[config.mk]
export PLATFORM = sky130hd
export DESIGN_NAME = pmic_serial_status_interrupt_regs
export DESIGN_NICKNAME = d
export VERILOG_FILES = /design/src/pmic_serial_pkg.sv /design/src/pmic_serial_status_interrupt_regs.sv
export SDC_FILE = /design/constraint.sdc
export NUM_CORES = 1
export LEC_CHECK = 0
export ABC_AREA = 1
export BUFFER_PORTS_ARGS = -buffer_cell sky130_fd_sc_hd__buf_4
export CAP_MARGIN = 30
export CELL_PAD_IN_SITES_DETAIL_PLACEMENT = 0
export CELL_PAD_IN_SITES_GLOBAL_PLACEMENT = 1
export CORE_UTILIZATION = 48
export CTS_CLUSTER_DIAMETER = 50
export CTS_CLUSTER_SIZE = 16
export DETAILED_ROUTE_END_ITERATION = 8
export GPL_ROUTABILITY_DRIVEN = 0
export MAX_ROUTING_LAYER = met4
export PLACE_DENSITY_LB_ADDON = 0.1
export SETUP_SLACK_MARGIN = 0.1
export SYNTH_ARGS = -nofsm -noshare
export SYNTH_HDL_FRONTEND = slang
export SYNTH_SLANG_ARGS = --single-unit
[constraint.sdc]
create_clock -name core_clk_i -period 2.8 [get_ports core_clk_i]
set_input_delay 0.28 -clock core_clk_i [delete_from_list [all_inputs] [get_ports core_clk_i]]
set_output_delay 0.28 -clock core_clk_i [all_outputs]
set_load 0.02 [all_outputs]
[src/pmic_serial_pkg.sv]
// Constants for the power manager serial status and interrupt block
package pmic_serial_pkg;
    // ==========================================================
    // Bus addressing
    localparam logic [5:0] DEV_ADDR_HI = 6'h24;       // Fixed upper address bits 100100
    localparam logic [7:0] UNMAPPED_DATA = 8'hff;     // Answer for unknown registers
    // ==========================================================
    // Register offsets
    localparam logic [7:0] CHARGE_STATE_FLAGS_ADDR = 8'h01;
    localparam logic [7:0] REGULATOR_STATE_FLAGS_ADDR = 8'h02;
    localparam logic [7:0] CHARGE_INTERRUPT_BLOCK_ADDR = 8'h03;
    localparam logic [7:0] REGULATOR_INTERRUPT_BLOCK_ADDR = 8'h04;
    // ==========================================================
    // Reset values
    localparam logic [7:0] STATE_FLAGS_RST = 8'h00;
    localparam logic [7:0] INTERRUPT_BLOCK_RST = 8'hff;
    // ==========================================================
    // Field layouts
    localparam logic [7:0] CHARGE_EDGE_BITS = 8'h21;  // Bits 5 and 0 set on rising edge
    localparam logic [7:0] CHARGE_WCLR_BITS = 8'h1e;  // Bits 4..1 cleared by a write
    localparam logic [7:0] REG_EDGE_BITS = 8'he0;     // Bits 7..5 set on rising edge
    localparam int LDO2_EN_BIT = 7;                   // Enable of second LDO
    localparam int LDO1_EN_BIT = 3;                   // Enable of first LDO
    localparam int CORE_LP_BIT = 7;                   // Core low-power flag enable
    // ==========================================================
    // Timing
    localparam int SCL_MAX_KHZ = 400;                 // Fastest serial clock allowed
    localparam int CLK_KHZ = 100000;                  // Core clock rate
    localparam int MIN_OVERSAMPLE = 8;                // Core cycles needed per serial period
    localparam int SCL_HALF_CYC = CLK_KHZ / (2 * SCL_MAX_KHZ); // Shortest serial phase
endpackage : pmic_serial_pkg

[src/pmic_serial_status_interrupt_regs.sv]
// Serial slave with charge and regulator status, masks and interrupt output
`timescale 1ns/10ps
`default_nettype none
module pmic_serial_status_interrupt_regs
    import pmic_serial_pkg::*;
#(
    parameter int CORE_KHZ = CLK_KHZ                  // Core clock rate in kHz
) (
    // Clock and reset
    input wire logic core_clk_i,
    input wire logic rst_i,
    // Serial bus pins
    input wire logic scl_i,
    input wire logic sda_i,
    output logic sda_o,
    output logic sda_oe_o,
    input wire logic address_select_pin_i,
    // Charge conditions, bit order as the charge status register
    input wire logic [7:0] charge_cond_i,
    // Regulator conditions
    input wire logic power_button_request_i,
    input wire logic battery_lid_detect_n_i,
    input wire logic supply_undervoltage_i,
    input wire logic [3:0] regulation_fault_i,
    input wire logic low_power_i,
    // Regulator control registers on this clock
    input wire logic [7:0] ldo_control_reg_i,
    input wire logic [7:0] core_converter_ctrl_reg_i,
    // Charger control and interrupt pin
    output logic charger_reset_o,
    output logic int_n_o,
    output logic int_n_oe_o
);
    // ==========================================================
    // Elaboration check
    // Refuse a core clock too slow to oversample the fastest serial clock
    if (CORE_KHZ < MIN_OVERSAMPLE * SCL_MAX_KHZ) begin : g_clk_check
        $error("Core clock too slow to sample the serial bus");
    end

    // ==========================================================
    // Types and declarations
    typedef enum logic [6:0] {
        S_IDLE = 7'h01,  // Bus free or not addressed
        S_ADDR = 7'h02,  // Receiving device address
        S_REG = 7'h04,   // Receiving register address
        S_WDATA = 7'h08, // Receiving write data
        S_ACK = 7'h10,   // Device drives acknowledge, or waits out the master's
        S_TX = 7'h20,    // Device shifts data out
        S_MACK = 7'h40   // Master acknowledge slot
    } link_state_t;

    localparam int NSYNC = 19;                        // Synchronised pin count
    logic [NSYNC-1:0] pins_a;                         // Raw asynchronous pins
    logic [NSYNC-1:0] meta_q;                         // First synchroniser stage
    logic [NSYNC-1:0] sync_q;                         // Second synchroniser stage
    logic scl_prev_q, scl_prev_d;                     // Clock level last cycle
    logic sda_prev_q, sda_prev_d;                     // Data level last cycle
    logic [7:0] chg_prev_q, chg_prev_d;               // Charge conditions last cycle
    logic [7:0] regc_prev_q, regc_prev_d;             // Regulator conditions last cycle
    link_state_t state_q, state_d;                    // Link state
    link_state_t after_q, after_d;                    // State after acknowledge
    logic [3:0] cnt_q, cnt_d;                         // Bit counter
    logic [7:0] sh_q, sh_d;                           // Receive shifter
    logic [7:0] tx_q, tx_d;                           // Transmit shifter
    logic [7:0] ptr_q, ptr_d;                         // Register pointer
    logic sda_oe_q, sda_oe_d;                         // Data line pulled low
    logic [7:0] chg_q, chg_d;                         // Charge state flags
    logic [7:0] reg_q, reg_d;                         // Regulator state flags
    logic [7:0] m1_q, m1_d;                           // Charge interrupt block
    logic [7:0] m2_q, m2_d;                           // Regulator interrupt block
    logic [7:0] ack1_q, ack1_d;                       // Charge acknowledge flags
    logic [7:0] ack2_q, ack2_d;                       // Regulator acknowledge flags
    logic int_oe_q, int_oe_d;                         // Interrupt pin pulled low
    logic crst_q, crst_d;                             // Charger reset pulse

    // ==========================================================
    // Read mux
    function automatic logic [7:0] read_byte(input logic [7:0] a, input logic [7:0] c,
                                             input logic [7:0] r, input logic [7:0] k1,
                                             input logic [7:0] k2);
        unique case (a)
            CHARGE_STATE_FLAGS_ADDR: read_byte = c;
            REGULATOR_STATE_FLAGS_ADDR: read_byte = r;
            CHARGE_INTERRUPT_BLOCK_ADDR: read_byte = k1;
            REGULATOR_INTERRUPT_BLOCK_ADDR: read_byte = k2;
            default: read_byte = UNMAPPED_DATA;
        endcase
    endfunction : read_byte

    // ==========================================================
    // Pin synchroniser
    assign pins_a = {low_power_i, regulation_fault_i, supply_undervoltage_i,
                     ~battery_lid_detect_n_i, power_button_request_i, charge_cond_i,
                     address_select_pin_i, sda_i, scl_i};

    // Two flops before any logic reads a pin
    always_ff @(posedge core_clk_i) begin
        if (rst_i) begin
            meta_q <= '0;
            sync_q <= '0;
        end else begin
            meta_q <= pins_a;
            sync_q <= meta_q;
        end
    end

    // ==========================================================
    // Next-state logic
    always_comb begin
        logic scl, sda, rise, fall, start, stop;
        logic [7:0] chg_c, reg_c, wclr, rd1, rd2;
        scl = sync_q[0];
        sda = sync_q[1];
        chg_c = sync_q[10:3];
        // Lid bit is set while its pin is low
        reg_c = {sync_q[11], sync_q[12], sync_q[13], 1'b0,
                 sync_q[17] & ldo_control_reg_i[LDO2_EN_BIT],
                 sync_q[16] & ldo_control_reg_i[LDO1_EN_BIT],
                 sync_q[15],
                 sync_q[14] | (sync_q[18] & core_converter_ctrl_reg_i[CORE_LP_BIT])};
        rise = scl & ~scl_prev_q;
        fall = ~scl & scl_prev_q;
        // Data edges while clock high mark start and stop
        start = scl & scl_prev_q & sda_prev_q & ~sda;
        stop = scl & scl_prev_q & ~sda_prev_q & sda;
        wclr = 8'h00;
        rd1 = 8'h00;
        rd2 = 8'h00;
        scl_prev_d = scl;
        sda_prev_d = sda;
        chg_prev_d = chg_c;
        regc_prev_d = reg_c;
        state_d = state_q;
        after_d = after_q;
        cnt_d = cnt_q;
        sh_d = sh_q;
        tx_d = tx_q;
        ptr_d = ptr_q;
        sda_oe_d = sda_oe_q;
        m1_d = m1_q;
        m2_d = m2_q;
        crst_d = 1'b0;

        // Serial link
        if (stop) begin
            state_d = S_IDLE;
            sda_oe_d = 1'b0;
        end else if (start) begin
            state_d = S_ADDR;
            cnt_d = 4'h0;
            sda_oe_d = 1'b0;
        end else begin
            unique case (state_q)
                S_IDLE: begin
                    sda_oe_d = 1'b0;                   // Bus left alone
                end
                S_ADDR, S_REG, S_WDATA: begin
                    // Bits taken on clock rise
                    if (rise && cnt_q < 4'h8) begin
                        sh_d = {sh_q[6:0], sda};
                        cnt_d = cnt_q + 4'h1;
                    end else if (fall && cnt_q == 4'h8) begin
                        // Eighth bit done: decide and acknowledge
                        sda_oe_d = 1'b1;
                        state_d = S_ACK;
                        if (state_q == S_ADDR) begin
                            if (sh_q[7:1] == {DEV_ADDR_HI, sync_q[2]}) begin
                                after_d = sh_q[0] ? S_TX : S_REG;
                            end else begin
                                sda_oe_d = 1'b0;       // Not ours
                                state_d = S_IDLE;
                            end
                        end else if (state_q == S_REG) begin
                            ptr_d = sh_q;
                            after_d = S_WDATA;
                        end else begin
                            after_d = S_WDATA;
                            // Register writes
                            unique case (ptr_q)
                                CHARGE_STATE_FLAGS_ADDR: begin
                                    wclr = sh_q & CHARGE_WCLR_BITS;
                                    crst_d = |wclr;
                                end
                                CHARGE_INTERRUPT_BLOCK_ADDR: m1_d = sh_q;
                                REGULATOR_INTERRUPT_BLOCK_ADDR: m2_d = sh_q;
                                default: ;             // Read-only or unmapped
                            endcase
                        end
                    end
                end
                S_ACK: begin
                    // Ninth clock ends: release or present first bit
                    if (fall) begin
                        cnt_d = 4'h0;
                        state_d = after_q;
                        sda_oe_d = 1'b0;
                        if (after_q == S_TX) begin
                            tx_d = read_byte(ptr_q, chg_q, reg_q, m1_q, m2_q);
                            sda_oe_d = ~tx_d[7];
                            // Latched set bits become acknowledged
                            if (ptr_q == CHARGE_STATE_FLAGS_ADDR) begin
                                rd1 = chg_q;
                            end
                            if (ptr_q == REGULATOR_STATE_FLAGS_ADDR) begin
                                rd2 = reg_q;
                            end
                        end
                    end
                end
                S_TX: begin
                    // Next bit on each falling edge
                    if (fall) begin
                        if (cnt_q == 4'h7) begin
                            sda_oe_d = 1'b0;
                            state_d = S_MACK;
                        end else begin
                            tx_d = {tx_q[6:0], 1'b1};
                            sda_oe_d = ~tx_q[6];
                            cnt_d = cnt_q + 4'h1;
                        end
                    end
                end
                S_MACK: begin
                    // Master acknowledge sampled on rise
                    if (rise) begin
                        if (sda) begin
                            state_d = S_IDLE;
                        end else begin
                            state_d = S_ACK;
                            after_d = S_TX;
                        end
                    end
                end
                default: begin
                    state_d = S_IDLE;
                    sda_oe_d = 1'b0;
                end
            endcase
        end

        // Charge flags: edge bits held until low and acknowledged
        chg_d = (chg_q & CHARGE_EDGE_BITS & ~(~chg_c & ack1_q))
              | (chg_c & ~chg_prev_q & CHARGE_EDGE_BITS)
              | (chg_c & ~CHARGE_EDGE_BITS & ~wclr);
        // Regulator flags
        reg_d = (reg_q & REG_EDGE_BITS & ~(~reg_c & ack2_q))
              | (reg_c & ~regc_prev_q & REG_EDGE_BITS)
              | (reg_c & ~REG_EDGE_BITS);
        // Acknowledge flags follow their status bit
        ack1_d = (ack1_q | rd1) & chg_d;
        ack2_d = (ack2_q | rd2) & reg_d;
        // Interrupt pin pulled low while anything pending
        int_oe_d = |(chg_q & ~m1_q & ~ack1_q)
                 | |(reg_q & ~m2_q & ~ack2_q);
    end

    // ==========================================================
    // State registers
    always_ff @(posedge core_clk_i) begin
        if (rst_i) begin
            scl_prev_q <= 1'b1;
            sda_prev_q <= 1'b1;
            chg_prev_q <= 8'h00;
            regc_prev_q <= 8'h00;
            state_q <= S_IDLE;
            after_q <= S_IDLE;
            cnt_q <= 4'h0;
            sh_q <= 8'h00;
            tx_q <= 8'h00;
            ptr_q <= 8'h00;
            sda_oe_q <= 1'b0;
            chg_q <= STATE_FLAGS_RST;
            reg_q <= STATE_FLAGS_RST;
            m1_q <= INTERRUPT_BLOCK_RST;
            m2_q <= INTERRUPT_BLOCK_RST;
            ack1_q <= 8'h00;
            ack2_q <= 8'h00;
            int_oe_q <= 1'b0;
            crst_q <= 1'b0;
        end else begin
            scl_prev_q <= scl_prev_d;
            sda_prev_q <= sda_prev_d;
            chg_prev_q <= chg_prev_d;
            regc_prev_q <= regc_prev_d;
            state_q <= state_d;
            after_q <= after_d;
            cnt_q <= cnt_d;
            sh_q <= sh_d;
            tx_q <= tx_d;
            ptr_q <= ptr_d;
            sda_oe_q <= sda_oe_d;
            chg_q <= chg_d;
            reg_q <= reg_d;
            m1_q <= m1_d;
            m2_q <= m2_d;
            ack1_q <= ack1_d;
            ack2_q <= ack2_d;
            int_oe_q <= int_oe_d;
            crst_q <= crst_d;
        end
    end

    // ==========================================================
    // Outputs
    assign sda_o = 1'b0;                               // Open drain: only pulls low
    assign sda_oe_o = sda_oe_q;
    assign int_n_o = 1'b0;                             // Open drain: only pulls low
    assign int_n_oe_o = int_oe_q;
    assign charger_reset_o = crst_q;

endmodule : pmic_serial_status_interrupt_regs
`default_nettype wire

# ---- Word-level counts from Yosys, hierarchy flattened
# Cells that the tools add are included.
dict set report totals {
  register_bits 146
  in_bits 37
  wordCells 205
  output_inout_bits 5
}
dict set report classes {
  n_reduce_logical 22
  n_addsub 1
  eq_ne 34
  n_mux 65
  magnitude_cmp 1
  bitwise 59
}
# op n
set op_table {}
lappend op_table {{two-way mux 8 bit} 17}
lappend op_table {{two-way mux 7 bit} 16}
lappend op_table {{bitwise AND 8 bit} 11}
lappend op_table {{NOT 8 bit} 10}
lappend op_table {{two-way mux 5 bit} 11}
lappend op_table {{case mux 7 bit (5 select lines)} 1}
lappend op_table {{bitwise OR 8 bit} 4}
lappend op_table {{case mux 8 bit (4 select lines)} 1}
lappend op_table {{case mux 7 bit (2 select lines)} 2}
lappend op_table {{AND reduction 7 bit} 4}
lappend op_table {{!= test 3 bit (second input constant)} 9}
lappend op_table {{AND reduction 8 bit} 3}
lappend op_table {{two-way mux 4 bit} 5}
lappend op_table {{!= test 2 bit (second input constant)} 10}
lappend op_table {{NOT 1 bit} 17}
lappend op_table {{equality test 8 x 2 -> 1 bit (second input constant)} 2}
lappend op_table {{OR reduction 8 bit} 2}
lappend op_table {{equality test 7 x 6 -> 1 bit (second input constant)} 2}
lappend op_table {{case mux 4 bit (3 select lines)} 1}
lappend op_table {{bitwise AND 1 bit} 10}
lappend op_table {{OR reduction 9 bit} 1}
lappend op_table {{bitwise AND 6 x 8 -> 8 bit} 1}
lappend op_table {{equality test 8 x 1 -> 1 bit (second input constant)} 1}
lappend op_table {{equality test 8 x 3 -> 1 bit (second input constant)} 1}
lappend op_table {{29 further kinds} 40}

# ---- Depth between registers and ports, before layout
dict set report depth {
  word_depth 13
  ltp_mapped 11
  mapped_depth_nobuf 11
}

# ---- Worst setup path before layout
# Ideal clock, no wire load.
dict set report synth_path {
  path_kind {reg-to-reg}
  start {reg scl_prev_q}
  end {reg m2_q[6]}
  setup_slack_ns 1.339
  synth_period_minus_slack_ns 1.461
  path_stages_with_launch 9
  arrival_time_ns 1.316
  setup_time_ns 0.144
  path_buffers 1
  path_cell_list {dfxtp_1 > nand2_4 > nor2_4 > nand3_4 > clkinv_2 > nand4_4 > buf_6 > nand2_1 > o211ai_2}
}
dict set report synth_between {
  elab_chain_len 5
  word_cells_on_any_way 14
  classes_between {bitwise (11); reduce/logical (3)}
}
# item line_no
set synth_lines {}
lappend synth_lines {{start: declaration} pmic_serial_status_interrupt_regs.sv:57} ;# logic scl_prev_q, scl_prev_d;
lappend synth_lines {{start signal: assignment} pmic_serial_status_interrupt_regs.sv:282} ;# scl_prev_q <= scl_prev_d;
lappend synth_lines {{bitwise AND 1 bit or NOT 1 bit (tied branches)} {pmic_serial_status_interrupt_regs.sv:125, pmic_serial_status_interrupt_regs.sv:126, pmic_serial_status_interrupt_regs.sv:122}}
lappend synth_lines {{bitwise AND 1 bit, on equally long branches} {pmic_serial_status_interrupt_regs.sv:126, pmic_serial_status_interrupt_regs.sv:122, pmic_serial_status_interrupt_regs.sv:125}}
lappend synth_lines {{bitwise AND 1 bit, or another cell as far along} pmic_serial_status_interrupt_regs.sv:126} ;# stop = scl & scl_prev_q & ~sda_prev_q & sda;
lappend synth_lines {{NOT 1 bit (no source line)} --}
lappend synth_lines {{AND reduction 8 bit (no source line) (*)} --}
lappend synth_lines {{end signal: assignment} pmic_serial_status_interrupt_regs.sv:296} ;# m2_q <= m2_d;
lappend synth_lines {{end: declaration} pmic_serial_status_interrupt_regs.sv:71} ;# logic [7:0] m2_q, m2_d;
# Every way passes the cells marked *; elsewhere a longest branch is shown, timed or not.
# A chain may end at the register's enable or synchronous reset.

# ---- Worst setup path in the final report
dict set report layout_path {
  start {reg sh_q[5]}
  end {reg after_q[3]}
}
dict set report layout_between {
  elab_chain_len 3
}
# item line_no
set layout_lines {}
lappend layout_lines {{start: declaration} pmic_serial_status_interrupt_regs.sv:64} ;# logic [7:0] sh_q, sh_d;
lappend layout_lines {{start signal: assignment} pmic_serial_status_interrupt_regs.sv:269} ;# sh_q <= 8'h00;
lappend layout_lines {{start signal: assignment} pmic_serial_status_interrupt_regs.sv:289} ;# sh_q <= sh_d;
lappend layout_lines {{equality test 7 bit} pmic_serial_status_interrupt_regs.sv:168} ;# if (sh_q[7:1] == {DEV_ADDR_HI, sync_q[2]}) begin
lappend layout_lines {{!= test 3 bit (no source line)} --}
lappend layout_lines {{AND reduction 8 bit (no source line)} --}
lappend layout_lines {{end signal: assignment} pmic_serial_status_interrupt_regs.sv:287} ;# after_q <= after_d;
lappend layout_lines {{end: declaration} pmic_serial_status_interrupt_regs.sv:62} ;# link_state_t after_q, after_d;
# No other way between the ends.

==> out/qor.json <==
{
  "floorplan": {
    "die_area_sq_um": 12600,
    "die_height_um": 112,
    "io_pins": 42,
    "die_w_um": 112,
    "placement_rows": 39,
    "core_sq_um": 11600,
    "initial_util": 0.502
  },
  "timing": {
    "fin_hold_ws_ns": 0.0639,
    "finalCritPeriodShare": 0.684,
    "worstMarginPinSlew_ns": 0.811,
    "timing.final.hold_violations": 0,
    "max-slew-margin-rel": 0.459,
    "finalSetupViolCount": 0,
    "timing.clock.skew_ns": 0.00667,
    "post-route-worst-setup-slack_ns": 0.885,
    "max_freq_mhz": 522,
    "rsz0062_at_grt": "false",
    "final_critical_period_ns": 1.92,
    "slew_viol_final": 0,
    "fin_tns_setup_ns": 0
  },
  "drt": {
    "drt-initial-drc-count": 269,
    "drc_errors": 0,
    "final_antenna_net_count": 0,
    "via_count": 4673,
    "firstDrtPassIters": 4,
    "routed_wl_um": 12900,
    "via_density": 5.00,
    "route.detailed.wl_per_inst_um": 13.8
  },
  "logic_synthesis": {
    "post_synth_instance_area_sq_um": 5830,
    "ys.flop_type": "dfxtp_1",
    "postSynthRegisterBits": 132,
    "post_synth.cell_area_avg_sq_um": 7.76,
    "synth_enable_flop_cells": 0,
    "synth_sequential_area_ratio": 0.453,
    "async_flop_share": 0,
    "synthCells": 751,
    "yosysTopAreaCellShare": 0.453,
    "yosys_warnings": 0,
    "synth.top_cells.by_area": "dfxtp_1, nand2_1, nor2_1, inv_1, o211ai_2",
    "post_synth_num_cell_types": 47,
    "synth_common_cells": "nand2_1, dfxtp_1, nor2_1",
    "synth_top_cell_by_area": "dfxtp_1",
    "synth_most_common_cell": "nand2_1"
  },
  "clock_tree": {
    "postCtsHoldBufs": 1,
    "clock_tree.htree_level_count": 4,
    "clk_transition_reported_paths_ns": 0.06,
    "cts.sink_count": 132,
    "clock_tree.buffer_depth": 2,
    "clk_root_buffer_cell": "clkbuf_16",
    "cts-buffers-inserted": 17,
    "clock_latency_of_the_later_clocked_register_in_the_worst_skew_pair_ns": 0.41,
    "cts_tree": "done",
    "cts.repair_timing.setup_buffer_count": 0,
    "cts_resized": 0
  },
  "grt": {
    "grt_util_all_layers": 0.231,
    "first_global_vias": 4558,
    "maximum_number_of_pins_on_one_net_before_global_route_repair": 78,
    "grt_remaining_overflow": 0,
    "grt_antenna_before_repair": 0,
    "grt_first_pass_wirelength_um": 21700
  },
  "setup_path": {
    "critical_path.slowest_cell": "o21ai_0",
    "arrival_worst_endpoint_ns": 2.23,
    "critical_path.cell_chain": "inv_1, nand4_1, o21ai_0, nand4_1, nor2_4, nand2_1, nand2_1, nor2_1",
    "slowest_delay_ns": 0.50,
    "number_of_buffer_and_inverter_instances_along_the_worst_setup_path": 1,
    "critical_path.endpoint_type": "register",
    "criticalPathCategory": "register to register",
    "critical-path-top-delay-family": "simple AND/OR/NAND/NOR gates",
    "worst_setup_path_start_kind": "register",
    "crit_required_ns": 3.11,
    "crit_fanout": 5
  },
  "placement": {
    "placement.io_buffers": 26,
    "pre_cts_ws_ns": 0.932,
    "dp_hpwl_um": 9150
  },
  "pwr": {
    "powerDensity_nw_per_um2": 740,
    "p_leak_nw": 3.03,
    "clkPwrFrac": 0.431,
    "cellInternalPower_mw": 3.51,
    "power_switching_mw": 1.44,
    "combinational_share_of_power": 0.153,
    "power.share.sequential": 0.416,
    "sw_frac_of_total": 0.291,
    "peakVddDrop_uv": 568
  },
  "finish": {
    "layout-drive-gt1-share": 0.188,
    "nets": 818,
    "area_grow_syn2layout_pct": 14.8,
    "diodes": 0
  },
  "min_path": {
    "timing.hold.worst.class": "input port to register"
  },
  "job": {
    "timing.max_cap.violations": 0
  },
  "status": {
    "status": "finished clean"
  }
}
flip-flops by register name, summed over array words and instances (netlist names), 7 cells and up:
register	cells
meta_q	19
sync_q	19
ack1_q	8
chg_q	8
m1_q	8
m2_q	8
ptr_q	8
sh_q	8
ack2_q	7
regc_prev_q	7
state_q	7
tx_q	7
layer usage:
metal / vias up / wire length, um / GRT usage / part of all wire
li1: 2441 / - / - / -
met1: 2145 / 5960 / 0.270 / 0.46
met2: 67 / 6170 / 0.377 / 0.48
met3: 20 / 463 / 0.0583 / 0.036
met4: 0 / 273 / 0.0978 / 0.021
met5: - / 0 / - / 0
power groups by stage:
stage | Clock, mW | Combinational [mW] | Sequential (mW)
floorplan | 0 | 0.614 | 2.08
global placement | 0 | 0.745 | 2.10
detailed placement | 0 | 0.764 | 2.10
CTS | 2.18 | 0.769 | 2.06
global route | 2.27 | 0.868 | 2.07
finish | 2.13 | 0.758 | 2.06
cell usage in the layout, fill, tap and decap left out, types with 3 or more instances in the layout:
master / Yosys / final
dfxtp_1: 132 / 132
nor3_2: 7 / 7
o21ai_1: 9 / 9
o211ai_2: 16 / 16
nand4_4: 3 / 3
a31oi_1: 11 / 11
nand2_2: 8 / 8
a21oi_1: 35 / 35
a21oi_2: 6 / 6
nor2_1: 122 / 122
nor2_2: 6 / 6
nand2_4: 7 / 7
nand3_4: 3 / 3
nor2_4: 10 / 10
o31ai_1: 3 / 3
inv_2: 12 / 12
o21ai_0: 23 / 23
inv_6: 0 / 4
clkinvlp_4: 0 / 4
nor3_1: 15 / 15
nand2_1: 138 / 138
clkbuf_16: 0 / 17
nand4_1: 11 / 11
buf_4: 4 / 29
nor3b_1: 3 / 3
inv_1: 98 / 98
clkinv_2: 1 / 3
nand3_1: 28 / 28
through the flow:
step | power (mW) | cells | utilization | cell area [sq um]
floorplan | 2.70 | 752 | - | 5830
global placement | 2.84 | 902 | 0.526 | 6100
detailed placement | 2.86 | 902 | 0.526 | 6100
CTS | 5.01 | 935 | 0.576 | 6690
global route | 5.21 | 935 | 0.576 | 6690
finish | 4.95 | 935 | 0.576 | 6690
tightest hold or removal path, stage by stage:
cell    delay (ns)
buf_4         0.07
inv_1         0.03
nor2_1        0.06
final timing paths:
path | startpoint | slack [ns] | endpoint | cells after the start
setup / recovery | sh_q[5]$_SDFFE_PP0P_ | 0.88 | after_q[3]$_SDFFE_PP0P_ | 8
hold / removal | address_select_pin_i | 0.06 | meta_q[2]$_SDFF_PP0_ | 3
setup reg to reg | sh_q[5]$_SDFFE_PP0P_ | 0.88 | after_q[3]$_SDFFE_PP0P_ | 8
hold reg to reg | meta_q[1]$_SDFF_PP0_ | 0.40 | sync_q[1]$_SDFF_PP0_ | 2
cell type report:
cell class / instances / area (sq um)
multi-input cells: 486 / 2640
well taps: 143 / 179
inverters: 112 / 424
fillers: 1108 / 4920
clock buffers: 19 / 453
clock inverters: 13 / 123
flip-flops and latches: 132 / 2640
repair buffers: 30 / 228
cells by family (layout without fill, tap and decap cells):
logic type / count (synthesis) / count (layout) / share of synthesized area
other: 1 / 2 / 0.000643
xor gates and xnor gates: 1 / 1 / 0.00150
buffers and inverters: 134 / 174 / 0.0940
adders and majority gates: 2 / 2 / 0.00429
AOI/OAI and AO/OA: 111 / 111 / 0.128
and+or+nand+nor: 370 / 370 / 0.318
DFF: 132 / 132 / 0.453
No activity file was read; power rests on OpenSTA's default activity.
